$ cat src/rtl/dps_pkg.sv
// Summary of operation
// RULE1: No bus acknowledge while power-on clear active.
// RULE2: Enter standby when power-on clear ends.
// RULE3: Hold and ramp bits take start values.
// RULE4: Clearing hold enables supply, drives stay off.
// RULE5: Ramp bit set ignored below soft-start threshold.
// RULE6: Host writes one register per transfer.
// RULE7: Host waits before setting ramp bit.
// RULE8: Ramp bit ramps both drives, enables loops.
// RULE9: Lock-loss pin low while first loop locked; code keeps it low only in full operation.
// RULE10: Register writes act immediately in operation.
// RULE11: Leave operation only by ramp clear or dip; code also leaves on protection trip.
// RULE12: Ramp clear starts soft-down of both drives.
// RULE13: Protection floats drives, blanks, stops loops.
// RULE14: Protection left by three defined ways.
// RULE15: Hold bit floats drives, loses other registers; code ignores hold in soft-start and full operation.
// RULE16: Upper dip runs soft-down then soft-start.
// RULE17: Lower dip disables drives, enters standby.
// RULE18: Supply flags synchronised onto device clock.
// RULE19: Ramp step rate and end are parameters.
package dps_pkg;
  localparam logic [11:0] DPS_CTRL_OFS = 12'h0_000;
  localparam logic [11:0] DPS_STAT_OFS = 12'h0_004;
  localparam logic [11:0] DPS_IRQ_OFS = 12'h0_008;
  localparam logic [11:0] DPS_MASK_OFS = 12'h0_00c;
  localparam logic [11:0] DPS_GEOM_OFS = 12'h0_010;
  localparam int DPS_HOLD_BIT = 0;
  localparam int DPS_RAMP_BIT = 1;
  localparam logic DPS_HOLD_RST = 1'b1;
  localparam logic DPS_RAMP_RST = 1'b0;
  localparam int DPS_STEP_DIV = 100;
  localparam logic [7:0] DPS_DUTY_MAX = 8'hff;
  localparam int DPS_NIRQ = 4;
  localparam int DPS_IRQ_FULL = 0;
  localparam int DPS_IRQ_PROT = 1;
  localparam int DPS_IRQ_DIP = 2;
  localparam int DPS_IRQ_ENDDOWN = 3;
  typedef enum logic [2:0] {
    DPS_ST_STANDBY, DPS_ST_IDLE, DPS_ST_SOFTSTART, DPS_ST_FULL,
    DPS_ST_SOFTDOWN, DPS_ST_PROTECT
  } dps_state_t;
endpackage

$ cat src/rtl/dps_sequencer.sv
`timescale 1ns/1ps
`default_nettype none
module dps_sequencer (
  input wire logic clk_sys,
  input wire logic rst,
  input wire logic psel,
  input wire logic penable,
  input wire logic pwrite,
  input wire logic [11:0] paddr,
  input wire logic [31:0] pwdata,
  output logic [31:0] prdata,
  output logic pready,
  output logic pslverr,
  input wire logic por_active,
  input wire logic supply_above_soft_raw,
  input wire logic supply_above_low_raw,
  input wire logic loop1_locked_raw,
  input wire logic protect_trip_raw,
  output logic supply_enable,
  output logic [7:0] line_drive_duty,
  output logic line_drive_out_oe,
  output logic [7:0] supply_converter_duty,
  output logic supply_converter_drive_out_oe,
  output logic first_phase_loop_en,
  output logic second_phase_loop_en,
  output logic clamp_blank_out,
  output logic line_lock_loss_pin,
  output logic line_lock_loss_pin_oe,
  output logic [7:0] geometry_word,
  output logic irq
);
  logic [1:0] soft_s_r, low_s_r, lock_s_r, prot_s_r;
  logic above_soft, above_low, locked, prot;
  logic hold_r, ramp_r, restart_r;
  logic [7:0] geom_r, duty_r;
  logic [$clog2(dps_pkg::DPS_STEP_DIV)-1:0] div_r;
  logic step;
  logic [dps_pkg::DPS_NIRQ-1:0] irq_st_r, irq_mask_r, ev;
  dps_pkg::dps_state_t st_r, st_nxt;
  logic acc, wr, rd, hit;
  logic below_prev_r;

  // Flags come from analog comparators, so each gets two flops. [RULE18]
  always_ff @(posedge clk_sys) begin
    if (rst) begin
      soft_s_r <= '0;
      low_s_r <= '0;
      lock_s_r <= '0;
      prot_s_r <= '0;
    end else begin
      soft_s_r <= {soft_s_r[0], supply_above_soft_raw};
      low_s_r <= {low_s_r[0], supply_above_low_raw};
      lock_s_r <= {lock_s_r[0], loop1_locked_raw};
      prot_s_r <= {prot_s_r[0], protect_trip_raw};
    end
  end
  assign above_soft = soft_s_r[1];
  assign above_low = low_s_r[1];
  assign locked = lock_s_r[1];
  assign prot = prot_s_r[1];

  // Power-on clear withholds the bus answer entirely. [RULE1]
  assign acc = psel && penable && !por_active;
  assign pready = acc;
  assign wr = acc && pwrite;
  assign rd = acc && !pwrite;
  assign hit = (paddr == dps_pkg::DPS_CTRL_OFS) ||
               (paddr == dps_pkg::DPS_STAT_OFS) ||
               (paddr == dps_pkg::DPS_IRQ_OFS) ||
               (paddr == dps_pkg::DPS_MASK_OFS) ||
               (paddr == dps_pkg::DPS_GEOM_OFS);
  assign pslverr = acc && !hit;

  // Control bits; forced to start values by power-on clear. [RULE3]
  always_ff @(posedge clk_sys) begin
    if (rst || por_active) begin
      hold_r <= dps_pkg::DPS_HOLD_RST;
      ramp_r <= dps_pkg::DPS_RAMP_RST;
    end else if (!above_low) begin
      hold_r <= 1'b1; // [RULE17]
      ramp_r <= 1'b0;
    end else if (wr && paddr == dps_pkg::DPS_CTRL_OFS) begin
      hold_r <= pwdata[dps_pkg::DPS_HOLD_BIT];
      // Set attempts below the soft-start threshold are dropped. [RULE5]
      if (pwdata[dps_pkg::DPS_RAMP_BIT] && !above_soft) begin
        ramp_r <= ramp_r && !hold_r;
      end else begin
        ramp_r <= pwdata[dps_pkg::DPS_RAMP_BIT];
      end
    end
  end

  // Geometry register stands in for the adjustment set; takes effect at
  // once in operation and is lost in standby. [RULE10] [RULE15]
  always_ff @(posedge clk_sys) begin
    if (rst || st_r == dps_pkg::DPS_ST_STANDBY) begin
      geom_r <= 8'h00;
    end else if (wr && paddr == dps_pkg::DPS_GEOM_OFS) begin
      geom_r <= pwdata[7:0];
    end
  end
  assign geometry_word = geom_r;

  // Ramp step timer; rate and end are package constants. [RULE19]
  always_ff @(posedge clk_sys) begin
    if (rst || div_r == $bits(div_r)'(dps_pkg::DPS_STEP_DIV - 1)) begin
      div_r <= '0;
    end else begin
      div_r <= div_r + 1'b1;
    end
  end
  assign step = (div_r == $bits(div_r)'(dps_pkg::DPS_STEP_DIV - 1));

  // Starts as if already below, so reset with the supply still low does
  // not log a false dip event.
  always_ff @(posedge clk_sys) begin
    if (rst) begin
      below_prev_r <= 1'b1;
    end else begin
      below_prev_r <= !above_soft;
    end
  end

  // Upper dip remembers that a fresh soft-start must follow. [RULE16]
  always_ff @(posedge clk_sys) begin
    if (rst || st_r == dps_pkg::DPS_ST_STANDBY) begin
      restart_r <= 1'b0;
    end else if (st_r == dps_pkg::DPS_ST_FULL && !above_soft) begin
      restart_r <= 1'b1;
    end else if (st_r == dps_pkg::DPS_ST_SOFTSTART) begin
      restart_r <= 1'b0;
    end
  end

  always_comb begin
    st_nxt = st_r;
    unique case (st_r)
      dps_pkg::DPS_ST_STANDBY: begin
        if (!hold_r) st_nxt = dps_pkg::DPS_ST_IDLE; // [RULE4]
      end
      dps_pkg::DPS_ST_IDLE: begin
        if (hold_r) st_nxt = dps_pkg::DPS_ST_STANDBY;
        else if (ramp_r) st_nxt = dps_pkg::DPS_ST_SOFTSTART; // [RULE8]
      end
      dps_pkg::DPS_ST_SOFTSTART: begin
        if (!ramp_r) st_nxt = dps_pkg::DPS_ST_SOFTDOWN;
        else if (prot) st_nxt = dps_pkg::DPS_ST_PROTECT;
        else if (duty_r == dps_pkg::DPS_DUTY_MAX) begin
          st_nxt = dps_pkg::DPS_ST_FULL;
        end
      end
      dps_pkg::DPS_ST_FULL: begin
        // Only ramp clear, protection trip or a dip ends operation. [RULE11]
        if (!ramp_r || !above_soft) st_nxt = dps_pkg::DPS_ST_SOFTDOWN;
        else if (prot) st_nxt = dps_pkg::DPS_ST_PROTECT;
      end
      dps_pkg::DPS_ST_SOFTDOWN: begin
        if (duty_r == 8'h00) begin
          if (restart_r && ramp_r && above_soft) begin
            st_nxt = dps_pkg::DPS_ST_SOFTSTART; // [RULE16]
          end else if (hold_r) begin
            st_nxt = dps_pkg::DPS_ST_STANDBY;
          end else if (!restart_r) begin
            st_nxt = dps_pkg::DPS_ST_IDLE;
          end
        end
      end
      dps_pkg::DPS_ST_PROTECT: begin
        // Exit by ramp set once the trip clears, or ramp clear with hold set. [RULE14]
        if (ramp_r && !prot) st_nxt = dps_pkg::DPS_ST_SOFTSTART;
        else if (!ramp_r && hold_r) st_nxt = dps_pkg::DPS_ST_STANDBY;
      end
      default: st_nxt = dps_pkg::DPS_ST_STANDBY;
    endcase
    // Lower dip overrides everything, in any mode. [RULE17] [RULE14]
    if (!above_low) st_nxt = dps_pkg::DPS_ST_STANDBY;
  end

  // Power-on clear lands in standby. [RULE2]
  always_ff @(posedge clk_sys) begin
    if (rst || por_active) begin
      st_r <= dps_pkg::DPS_ST_STANDBY;
    end else begin
      st_r <= st_nxt;
    end
  end

  // Duty ramps up in soft-start and down in soft-down. [RULE8] [RULE12]
  always_ff @(posedge clk_sys) begin
    if (rst || st_nxt == dps_pkg::DPS_ST_STANDBY ||
        st_nxt == dps_pkg::DPS_ST_IDLE ||
        st_nxt == dps_pkg::DPS_ST_PROTECT) begin
      duty_r <= 8'h00;
    end else if (step && st_r == dps_pkg::DPS_ST_SOFTSTART &&
                 duty_r != dps_pkg::DPS_DUTY_MAX) begin
      duty_r <= duty_r + 8'h01;
    end else if (step && st_r == dps_pkg::DPS_ST_SOFTDOWN &&
                 duty_r != 8'h00) begin
      duty_r <= duty_r - 8'h01;
    end
  end

  // Outputs decode the state; protection floats drives and lock pin,
  // blanks continuously and stops loops. [RULE13] [RULE15] [RULE4]
  logic driving;
  assign driving = (st_r == dps_pkg::DPS_ST_SOFTSTART) ||
                   (st_r == dps_pkg::DPS_ST_FULL) ||
                   (st_r == dps_pkg::DPS_ST_SOFTDOWN);
  always_ff @(posedge clk_sys) begin
    if (rst) begin
      supply_enable <= 1'b0;
      line_drive_duty <= 8'h00;
      supply_converter_duty <= 8'h00;
      line_drive_out_oe <= 1'b0;
      supply_converter_drive_out_oe <= 1'b0;
      first_phase_loop_en <= 1'b0;
      second_phase_loop_en <= 1'b0;
      clamp_blank_out <= 1'b0;
      line_lock_loss_pin <= 1'b1;
      line_lock_loss_pin_oe <= 1'b1;
    end else begin
      supply_enable <= st_r != dps_pkg::DPS_ST_STANDBY;
      // A lower dip drops the duty together with the enables. [RULE17]
      line_drive_duty <= (driving && above_low) ? duty_r : 8'h00;
      supply_converter_duty <= (driving && above_low) ? duty_r : 8'h00;
      line_drive_out_oe <= driving && above_low;
      supply_converter_drive_out_oe <= driving && above_low;
      first_phase_loop_en <= driving;
      second_phase_loop_en <= driving;
      clamp_blank_out <= st_r == dps_pkg::DPS_ST_PROTECT;
      // Low only while locked in full operation. [RULE9]
      line_lock_loss_pin <= !(st_r == dps_pkg::DPS_ST_FULL && locked);
      line_lock_loss_pin_oe <= st_r != dps_pkg::DPS_ST_PROTECT;
    end
  end

  // Sticky events; set wins over a write-one clear in the same cycle.
  assign ev[dps_pkg::DPS_IRQ_FULL] = st_nxt == dps_pkg::DPS_ST_FULL &&
                                     st_r != dps_pkg::DPS_ST_FULL;
  assign ev[dps_pkg::DPS_IRQ_PROT] = st_nxt == dps_pkg::DPS_ST_PROTECT &&
                                     st_r != dps_pkg::DPS_ST_PROTECT;
  assign ev[dps_pkg::DPS_IRQ_DIP] = !above_soft && !below_prev_r;
  assign ev[dps_pkg::DPS_IRQ_ENDDOWN] = st_r == dps_pkg::DPS_ST_SOFTDOWN &&
                                        st_nxt != dps_pkg::DPS_ST_SOFTDOWN;
  always_ff @(posedge clk_sys) begin
    if (rst) begin
      irq_st_r <= '0;
    end else if (wr && paddr == dps_pkg::DPS_IRQ_OFS) begin
      irq_st_r <= (irq_st_r & ~pwdata[dps_pkg::DPS_NIRQ-1:0]) | ev;
    end else begin
      irq_st_r <= irq_st_r | ev;
    end
  end
  always_ff @(posedge clk_sys) begin
    if (rst) begin
      irq_mask_r <= '0;
    end else if (wr && paddr == dps_pkg::DPS_MASK_OFS) begin
      irq_mask_r <= pwdata[dps_pkg::DPS_NIRQ-1:0];
    end
  end
  assign irq = |(irq_st_r & irq_mask_r);

  always_comb begin
    prdata = 32'h0000_0000;
    if (rd) begin
      unique case (paddr)
        dps_pkg::DPS_CTRL_OFS: prdata = {30'h0, ramp_r, hold_r};
        dps_pkg::DPS_STAT_OFS: prdata = {16'h0, duty_r, 1'b0, prot,
                                         locked, above_low, above_soft,
                                         st_r};
        dps_pkg::DPS_IRQ_OFS: prdata = {28'h0, irq_st_r};
        dps_pkg::DPS_MASK_OFS: prdata = {28'h0, irq_mask_r};
        dps_pkg::DPS_GEOM_OFS: prdata = {24'h0, geom_r};
        default: prdata = 32'h0000_0000;
      endcase
    end
  end
endmodule
`default_nettype wire
$ cat config.mk
export PLATFORM = sky130hd
export DESIGN_NAME = dps_sequencer
export DESIGN_NICKNAME = d
export VERILOG_FILES = /design/src/rtl/dps_pkg.sv /design/src/rtl/dps_sequencer.sv
export SDC_FILE = /design/constraint.sdc
export NUM_CORES = 1
export LEC_CHECK = 0
export ABC_AREA = 1
export BUFFER_PORTS_ARGS = -buffer_cell sky130_fd_sc_hd__buf_2
export CAP_MARGIN = 30
export CORE_ASPECT_RATIO = 1.4
export CORE_MARGIN = 2
export CORE_UTILIZATION = 54
export DETAILED_ROUTE_END_ITERATION = 10
export GPL_ROUTABILITY_DRIVEN = 0
export PLACE_DENSITY_LB_ADDON = 0.3
export SYNTH_ARGS = -nofsm -noshare
export SYNTH_HDL_FRONTEND = slang
export SYNTH_SLANG_ARGS = --single-unit
$ cat constraint.sdc
create_clock -name clk_sys -period 6.91 [get_ports clk_sys]
set_input_delay 0.691 -clock clk_sys [delete_from_list [all_inputs] [get_ports clk_sys]]
set_output_delay 0.691 -clock clk_sys [all_outputs]
set_load 0.05 [all_outputs]
==> results.yml, run 1 <==
outcome:
  status: "complete, no violations"
global_route:
  grt-ovfl-total: 0
  grt_pass1_wl_um: 12600
  antenna_found_initial: 0
  grt_pass1_vias: 2967
  grt_max_degree: 17
  track_usage: 0.237
finish:
  fillCellCount: 553
  nNetsFinal: 616
  multi_input_area_um2: 1610
  drive_gt1_frac: 0.225
  ff_latch_area_um2: 1200
  insertedDiodeCount: 0
  syn_to_final_growth_pct: 15.6
yosys:
  synthesis.area_um2: 3300
  synth.distinct_cells: 37
  ys.warnings.count: 0
  synth_xor_xnor_area_share: 0.0186
  synthCells: 480
  synth_top_family_by_area: "simple AND/OR/NAND/NOR gates"
  synth-adder-area-share: 0.0326
  synthMuxAreaShare: 0
  synth_compound_area_frac: 0.114
  ys_ff_latch: 60
  synth-simple-area-share: 0.306
  avgSynthCellArea_um2: 6.87
  ys_seq_area_frac: 0.364
floorplan:
  dieArea_um2: 6750
  die_y_um: 96.5
  core_um2: 5860
  die_w_um: 70.0
  rows: 33
  pin_count: 121
  initial_utilization: 0.562
routing:
  drt_iter0_drc: 195
  dr.pass1.iters: 5
  routed_via_density: 5.11
  post_drt_wl_per_cell_um: 12.5
  vias: 3215
  antenna_left: 0
  drt_wl_total_um: 7830
  drc: 0
timing:
  hold_viol: 0
  max_freq_ghz: 0.331
  finClkSkew_ns: 0.00859
  tns_ns: 0
  drv_slew: 0
  finalSetupViolCount: 0
  finalCritPeriodShare: 0.437
  post-route-min-period_ns: 3.02
  fin_hold_ws_ns: 0.403
  rsz0062_at_grt: "no"
worst_setup_path:
  critPathRequiredTime_ns: 6.22
  crit_chain: "buf_2 > nor2_1 > inv_1 > nor3_2 > nand3_2 > o22ai_1 > nor3_1 > nor2_1 > buf_2"
  cp_data_arrival_time_ns: 2.33
  cp-start-kind: "input port"
  crit_fanout: 13
  worst_setup_path_end_kind: "primary output"
  critPathKind: "in -> out"
  slowest_stage: "nor3_2"
  critical_path.top_delay_family: "simple AND/OR/NAND/NOR gates"
  cp_num_buf_inv: 3
  cp_slowest_stage_delay_ns: 0.34
power:
  p_per_area_nw_per_um2: 189
  leakage_uw: 0.00178
  ir_drop_v: 0.000164
clock_tree:
  cts.repair.resized: 0
  root_buffer: "clkbuf_8"
  path_clk_slew_ns: 0.06
  cts_made_buffers: 9
  clock_path_buffers: 2
  cts_num_sinks: 60
  postCtsSetupBuffers: 0
  cts_max_level: 3
  clock_latency_ns: 0.35
  cts_tree: "built"
  postCtsHoldBufs: 0
hold_path:
  hold_path_class: "reg -> reg"
placement:
  dp_hpwl_um: 6050
  io_buffer_count: 80
flow_run:
  drv_cap: 0
## final timing paths
check               endpoint        from  slack [ns]  depth (start not counted)
setup / recovery   prdata[0]    paddr[1]        3.89                          9
hold / removal    low_s_r[1]  low_s_r[0]        0.40                          2
setup reg to reg   duty_r[7]    div_r[0]        4.32                         13
hold reg to reg   low_s_r[1]  low_s_r[0]        0.40                          2
## final cells by class
type	count	share of cell area
timing repair buffer	80	0.105
sequential	60	0.315
multi-input combinational	321	0.423
inverter	82	0.0807
clock inverter	4	0.0125
clock buffer	12	0.0407
tap	70	0.0230
## where the power goes
part	internal, uW	switching (uW)
Sequential	350	2.49
Clock	185	138
Combinational	10.6	36.6
Total	545	177
## state kept, by name, summed over array words and instances (netlist names), 3 cells and up
name                   flops
st_r                       3
duty_r                     8
geometry_word              8
irq_mask_r                 4
irq_st_r                   4
supply_converter_duty      8
div_r                      7
## through the flow
step / utilization / instance area [um2] / power [uW] / worst slack (ns) / cells
global placement: 0.616 / 3610 / 406 / 3.91 / 613
global route: 0.650 / 3810 / 745 / 3.65 / 629
finish: 0.650 / 3810 / 722 / 3.89 / 629
detailed placement: 0.616 / 3610 / 407 / 3.92 / 613
CTS: 0.650 / 3810 / 727 / 3.91 / 629
floorplan: - / 3350 / 400 / 3.68 / 495
## cell usage in the layout (no fill, tap or decap), drive strengths merged, types with 2 or more instances in the layout
master  Yosys  layout
nor2       83      83
buf        29      80
inv        80      80
nand2      73      73
dfxtp      60      60
nand3      34      34
a21oi      31      31
o21ai      27      27
nor3       19      19
conb        1      16
clkbuf      3      12
o22ai       9       9
nand4       7       7
ha          7       7
xor2        5       5
clkinv      2       4
or2         2       2
xnor2       2       2
## cell usage after synthesis (all sizes together)
library cell	n	area, um2
a21oi	31	159
a22oi	1	7.51
buf	29	216
clkbuf	3	15.0
clkinv	2	7.51
conb	1	3.75
dfxtp	60	1200
fa	1	20.0
ha	7	87.6
inv	80	300
nand2	73	302
nand3	34	180
nand3b	1	11.3
nand4	7	43.8
nor2	83	334
nor3	19	116
nor3b	1	7.51
o211ai	1	7.51
o21a	1	7.51
o21ai	27	139
o22ai	9	56.3
or2	2	12.5
xnor2	2	17.5
xor2	5	43.8
## tightest hold or removal path, cell delays in order, from the launching register on
cell and delay, ns:
dfxtp_1 0.30, inv_1 0.04, nor2_1 0.03
## metal layers
layer | part of all wire | GRT usage | vias up
met3 | 0.059 | 0.0633 | 37
met4 | 0.050 | 0.143 | 0
li1 | - | - | 1634
met1 | 0.37 | 0.239 | 1422
met5 | 0 | 0 | -
met2 | 0.52 | 0.438 | 122
## cell families (layout without fill, tap and decap cells)
| family | after synthesis | in the layout |
|---|---|---|
| flops | 60 | 60 |
| fa+ha+maj | 8 | 8 |
| xor+xnor | 7 | 7 |
| compound gates | 70 | 70 |
| buf+inv | 114 | 178 |
| other cells | 1 | 16 |
| simple gates | 220 | 220 |
(Power assumes the default switching activity.)
==> run 2: changes to the inputs <==
--- a/config.mk
+++ b/config.mk
@@ -5,12 +5,12 @@
 export SDC_FILE = /design/constraint.sdc
 export NUM_CORES = 1
 export LEC_CHECK = 0
-export ABC_AREA = 1
+export ABC_AREA = 0
 export BUFFER_PORTS_ARGS = -buffer_cell sky130_fd_sc_hd__buf_2
 export CAP_MARGIN = 30
 export CORE_ASPECT_RATIO = 1.4
 export CORE_MARGIN = 2
-export CORE_UTILIZATION = 54
+export CORE_UTILIZATION = 45
 export DETAILED_ROUTE_END_ITERATION = 10
 export GPL_ROUTABILITY_DRIVEN = 0
 export PLACE_DENSITY_LB_ADDON = 0.3
==> constraint.sdc (replaced) <==
create_clock -name clk_sys -period 2.7 [get_ports clk_sys]
set_input_delay 0.27 -clock clk_sys [delete_from_list [all_inputs] [get_ports clk_sys]]
set_output_delay 0.27 -clock clk_sys [all_outputs]
set_load 0.05 [all_outputs]
==> results.yml, run 2 <==
yosys:
  avgSynthCellArea_um2: 9.07
  synth_top_area_frac: 0.365
  synth.largest_area_cell: "dfxtp_1"
  synthCells: 363
  synth_edf_count: 0
  synthesis.area_um2: 3290
  synth-main-ff-cell: "dfxtp_1"
  yosys-top-cells-area: "dfxtp_1 (36%), buf_4 (6.6%), mux2i_1 (5.5%)"
  synth_common_cells: "dfxtp_1 (60), nor2_1 (32), buf_4 (29), nand2_1 (21), and3_1 (19)"
  ys.warnings.count: 0
  ys_seq_area_frac: 0.365
  synth_most_common_cell: "dfxtp_1"
  synth.distinct_cells: 72
  ys_ff_latch: 60
  async_flop_share: 0
hold_path:
  hold_path_class: "in -> reg"
  min-delay-start: "loop1_locked_raw"
  hold_depth: 2
  min_to: "lock_s_r[0]"
global_route:
  track_usage: 0.199
  grt_pass1_vias: 2848
  grt-ovfl-total: 0
  antenna_found_initial: 0
  grt_pass1_wl_um: 13000
  grt_max_degree: 21
worst_setup_path:
  worstRegToRegCells: 10
  crit_chain: "ha_2 > and4bb_2 > o2111ai_2 > buf_6 > ha_1 > nor3_1 > nor2_1 > a2111oi_2 > a2111oi_2 > a211oi_1"
  critPathRequiredTime_ns: 2.94
  worst_path_most_repeated_cell: "a2111oi_2"
  reg2reg_slack_ns: 0.05
  slowest_stage: "a2111oi_2"
  rr_endpoint: "duty_r[7]"
  cp_num_buf_inv: 1
  critical_path.top_delay_family: "compound AO/OA/AOI/OAI gates"
  cp_data_arrival_time_ns: 2.89
  cp-start-kind: "register"
  critPathKind: "reg -> reg"
  r2r-start: "div_r[0]"
  cp_slowest_stage_delay_ns: 0.41
  worst_setup_path_end_kind: "register"
  crit_fanout: 5
floorplan:
  core_um2: 7030
  rows: 36
  dieArea_um2: 8030
  die_w_um: 76.3
  initial_utilization: 0.468
  die_y_um: 105
  pin_count: 121
placement:
  dp_hpwl_um: 6050
  io_buffer_count: 80
  place_inst: 528
  dp_slack_ns: 0.0162
routing:
  drc: 0
  drt_iter0_drc: 177
  drt_wl_total_um: 8080
  post_drt_wl_per_cell_um: 14.8
  vias: 2913
  dr.pass1.iters: 5
  routed_via_density: 5.34
  antenna_left: 0
clock_tree:
  cts_max_level: 3
  clock_latency_ns: 0.34
  cts_made_buffers: 9
  path_clk_slew_ns: 0.07
  root_buffer: "clkbuf_8"
  cts_tree: "built"
  cts_num_sinks: 60
  clock_path_buffers: 2
finish:
  multi_input_area_um2: 1920
  mostFrequentLayoutCells: "buf_2 (81), dfxtp_1 (60), nor2_1 (32), nand2_1 (21), and3_1 (19)"
  ff_latch_area_um2: 1200
  syn_to_final_growth_pct: 22.9
  drive_gt1_frac: 0.326
  nNetsFinal: 508
  insertedDiodeCount: 0
  fin_cells: 546
  fillCellCount: 645
  layout_commonest_cell: "buf_2"
power:
  power_uw: 1890
  ir_drop_v: 0.000252
  p_per_area_nw_per_um2: 468
  leakage_uw: 0.00177
timing:
  post-route-min-period_ns: 2.65
  fin_ws_ns: 0.0536
  finalSetupViolCount: 0
  finClkSkew_ns: 0.0121
  maxSlewHeadroom: 0.503
  tightest_slew_ns: 0.744
  finalCritPeriodShare: 0.980
  hold_viol: 0
  fin_hold_ws_ns: 0.130
  drv_slew: 0
  max_freq_ghz: 0.378
outcome:
  status: "complete, no violations"
flow_run:
  drv_cap: 0
[run 2: cell count changes after synthesis, moves of 12 or more]
| cell | before | now |
|---|---|---|
| inv_1 | 75 | 12 |
| nand2_1 | 66 | 21 |
| nor2_1 | 74 | 32 |
| nand3_1 | 32 | 12 |
| and3_1 | 0 | 19 |
| mux2i_1 | 0 | 18 |
| o21ai_0 | 21 | 3 |
| a21oi_1 | 30 | 13 |
| nor2b_1 | 0 | 12 |
[run 2: metrics by stage]
stage / setup TNS [ns] / area, um2 / util
final: 0 / 4050 / 0.576
after global routing: -0.0587 / 4050 / 0.576
after CTS: 0 / 3950 / 0.562
after detailed placement: 0 / 3720 / 0.529
after global placement: 0 / 3720 / 0.529
after floorplan: 0 / 3350 / -
[run 2: power breakdown]
group / switching [uW] / leakage [uW] / internal (uW) / total, uW
sequential: 8.88 / 0.000486 / 895 / 904
clock: 352 / 0.000102 / 519 / 871
combinational: 90.0 / 0.00118 / 30.1 / 120
[run 2: routing by layer]
layer | GRT usage | wire length (um)
met1 | 0.208 | 3270
met2 | 0.374 | 4270
met3 | 0.0458 | 365
met4 | 0.0857 | 164
met5 | 0 | 0
[run 2: worst max path at each step]
stage,from,end,cells past startpoint
2_1_floorplan,duty_r[0],duty_r[7],8
3_3_place_gp,div_r[0],duty_r[7],10
3_5_place_dp,div_r[0],duty_r[7],10
4_1_cts,div_r[0],duty_r[7],10
5_1_grt,div_r[0],duty_r[7],10
6_report,div_r[0],duty_r[7],10
[run 2: cells by family (layout without fill, tap and decap cells)]
| family | count (synthesis) | in the layout | share of synthesized area |
|---|---|---|---|
| simple gates | 144 | 144 | 0.262 |
| buf+inv | 54 | 127 | 0.0965 |
| flops | 60 | 60 | 0.365 |
| fa+ha+maj | 8 | 8 | 0.0327 |
| xor+xnor | 10 | 10 | 0.0266 |
| compound gates | 67 | 67 | 0.158 |
| mux | 19 | 19 | 0.0582 |
| other cells | 1 | 16 | 0.00114 |
[run 2: repair_timing]
| action | in CTS | in global routing |
|---|---|---|
| endpoints found under the setup margin | 1 | 2 |
| setup buffers | 0 | 1 |
| resized for setup | 2 | 13 |
| gates cloned | 0 | 1 |
| pin swaps | 0 | 3 |
| hold buffers | 0 | 0 |
[run 2: cell type report]
type | count | area share
clock buffer | 10 | 0.0315
clock inverter | 6 | 0.0220
inverter | 13 | 0.0121
multi-input combinational | 264 | 0.475
sequential | 60 | 0.297
tap | 95 | 0.0294
timing repair buffer | 98 | 0.133
[run 2: worst register-to-register path: stages, from the launching register on]
cell	delay [ns]
dfxtp_1	0.35
ha_2	0.20
and4bb_2	0.25
o2111ai_2	0.12
buf_6	0.17
ha_1	0.34
nor3_1	0.23
nor2_1	0.12
a2111oi_2	0.41
a2111oi_2	0.10
a211oi_1	0.25
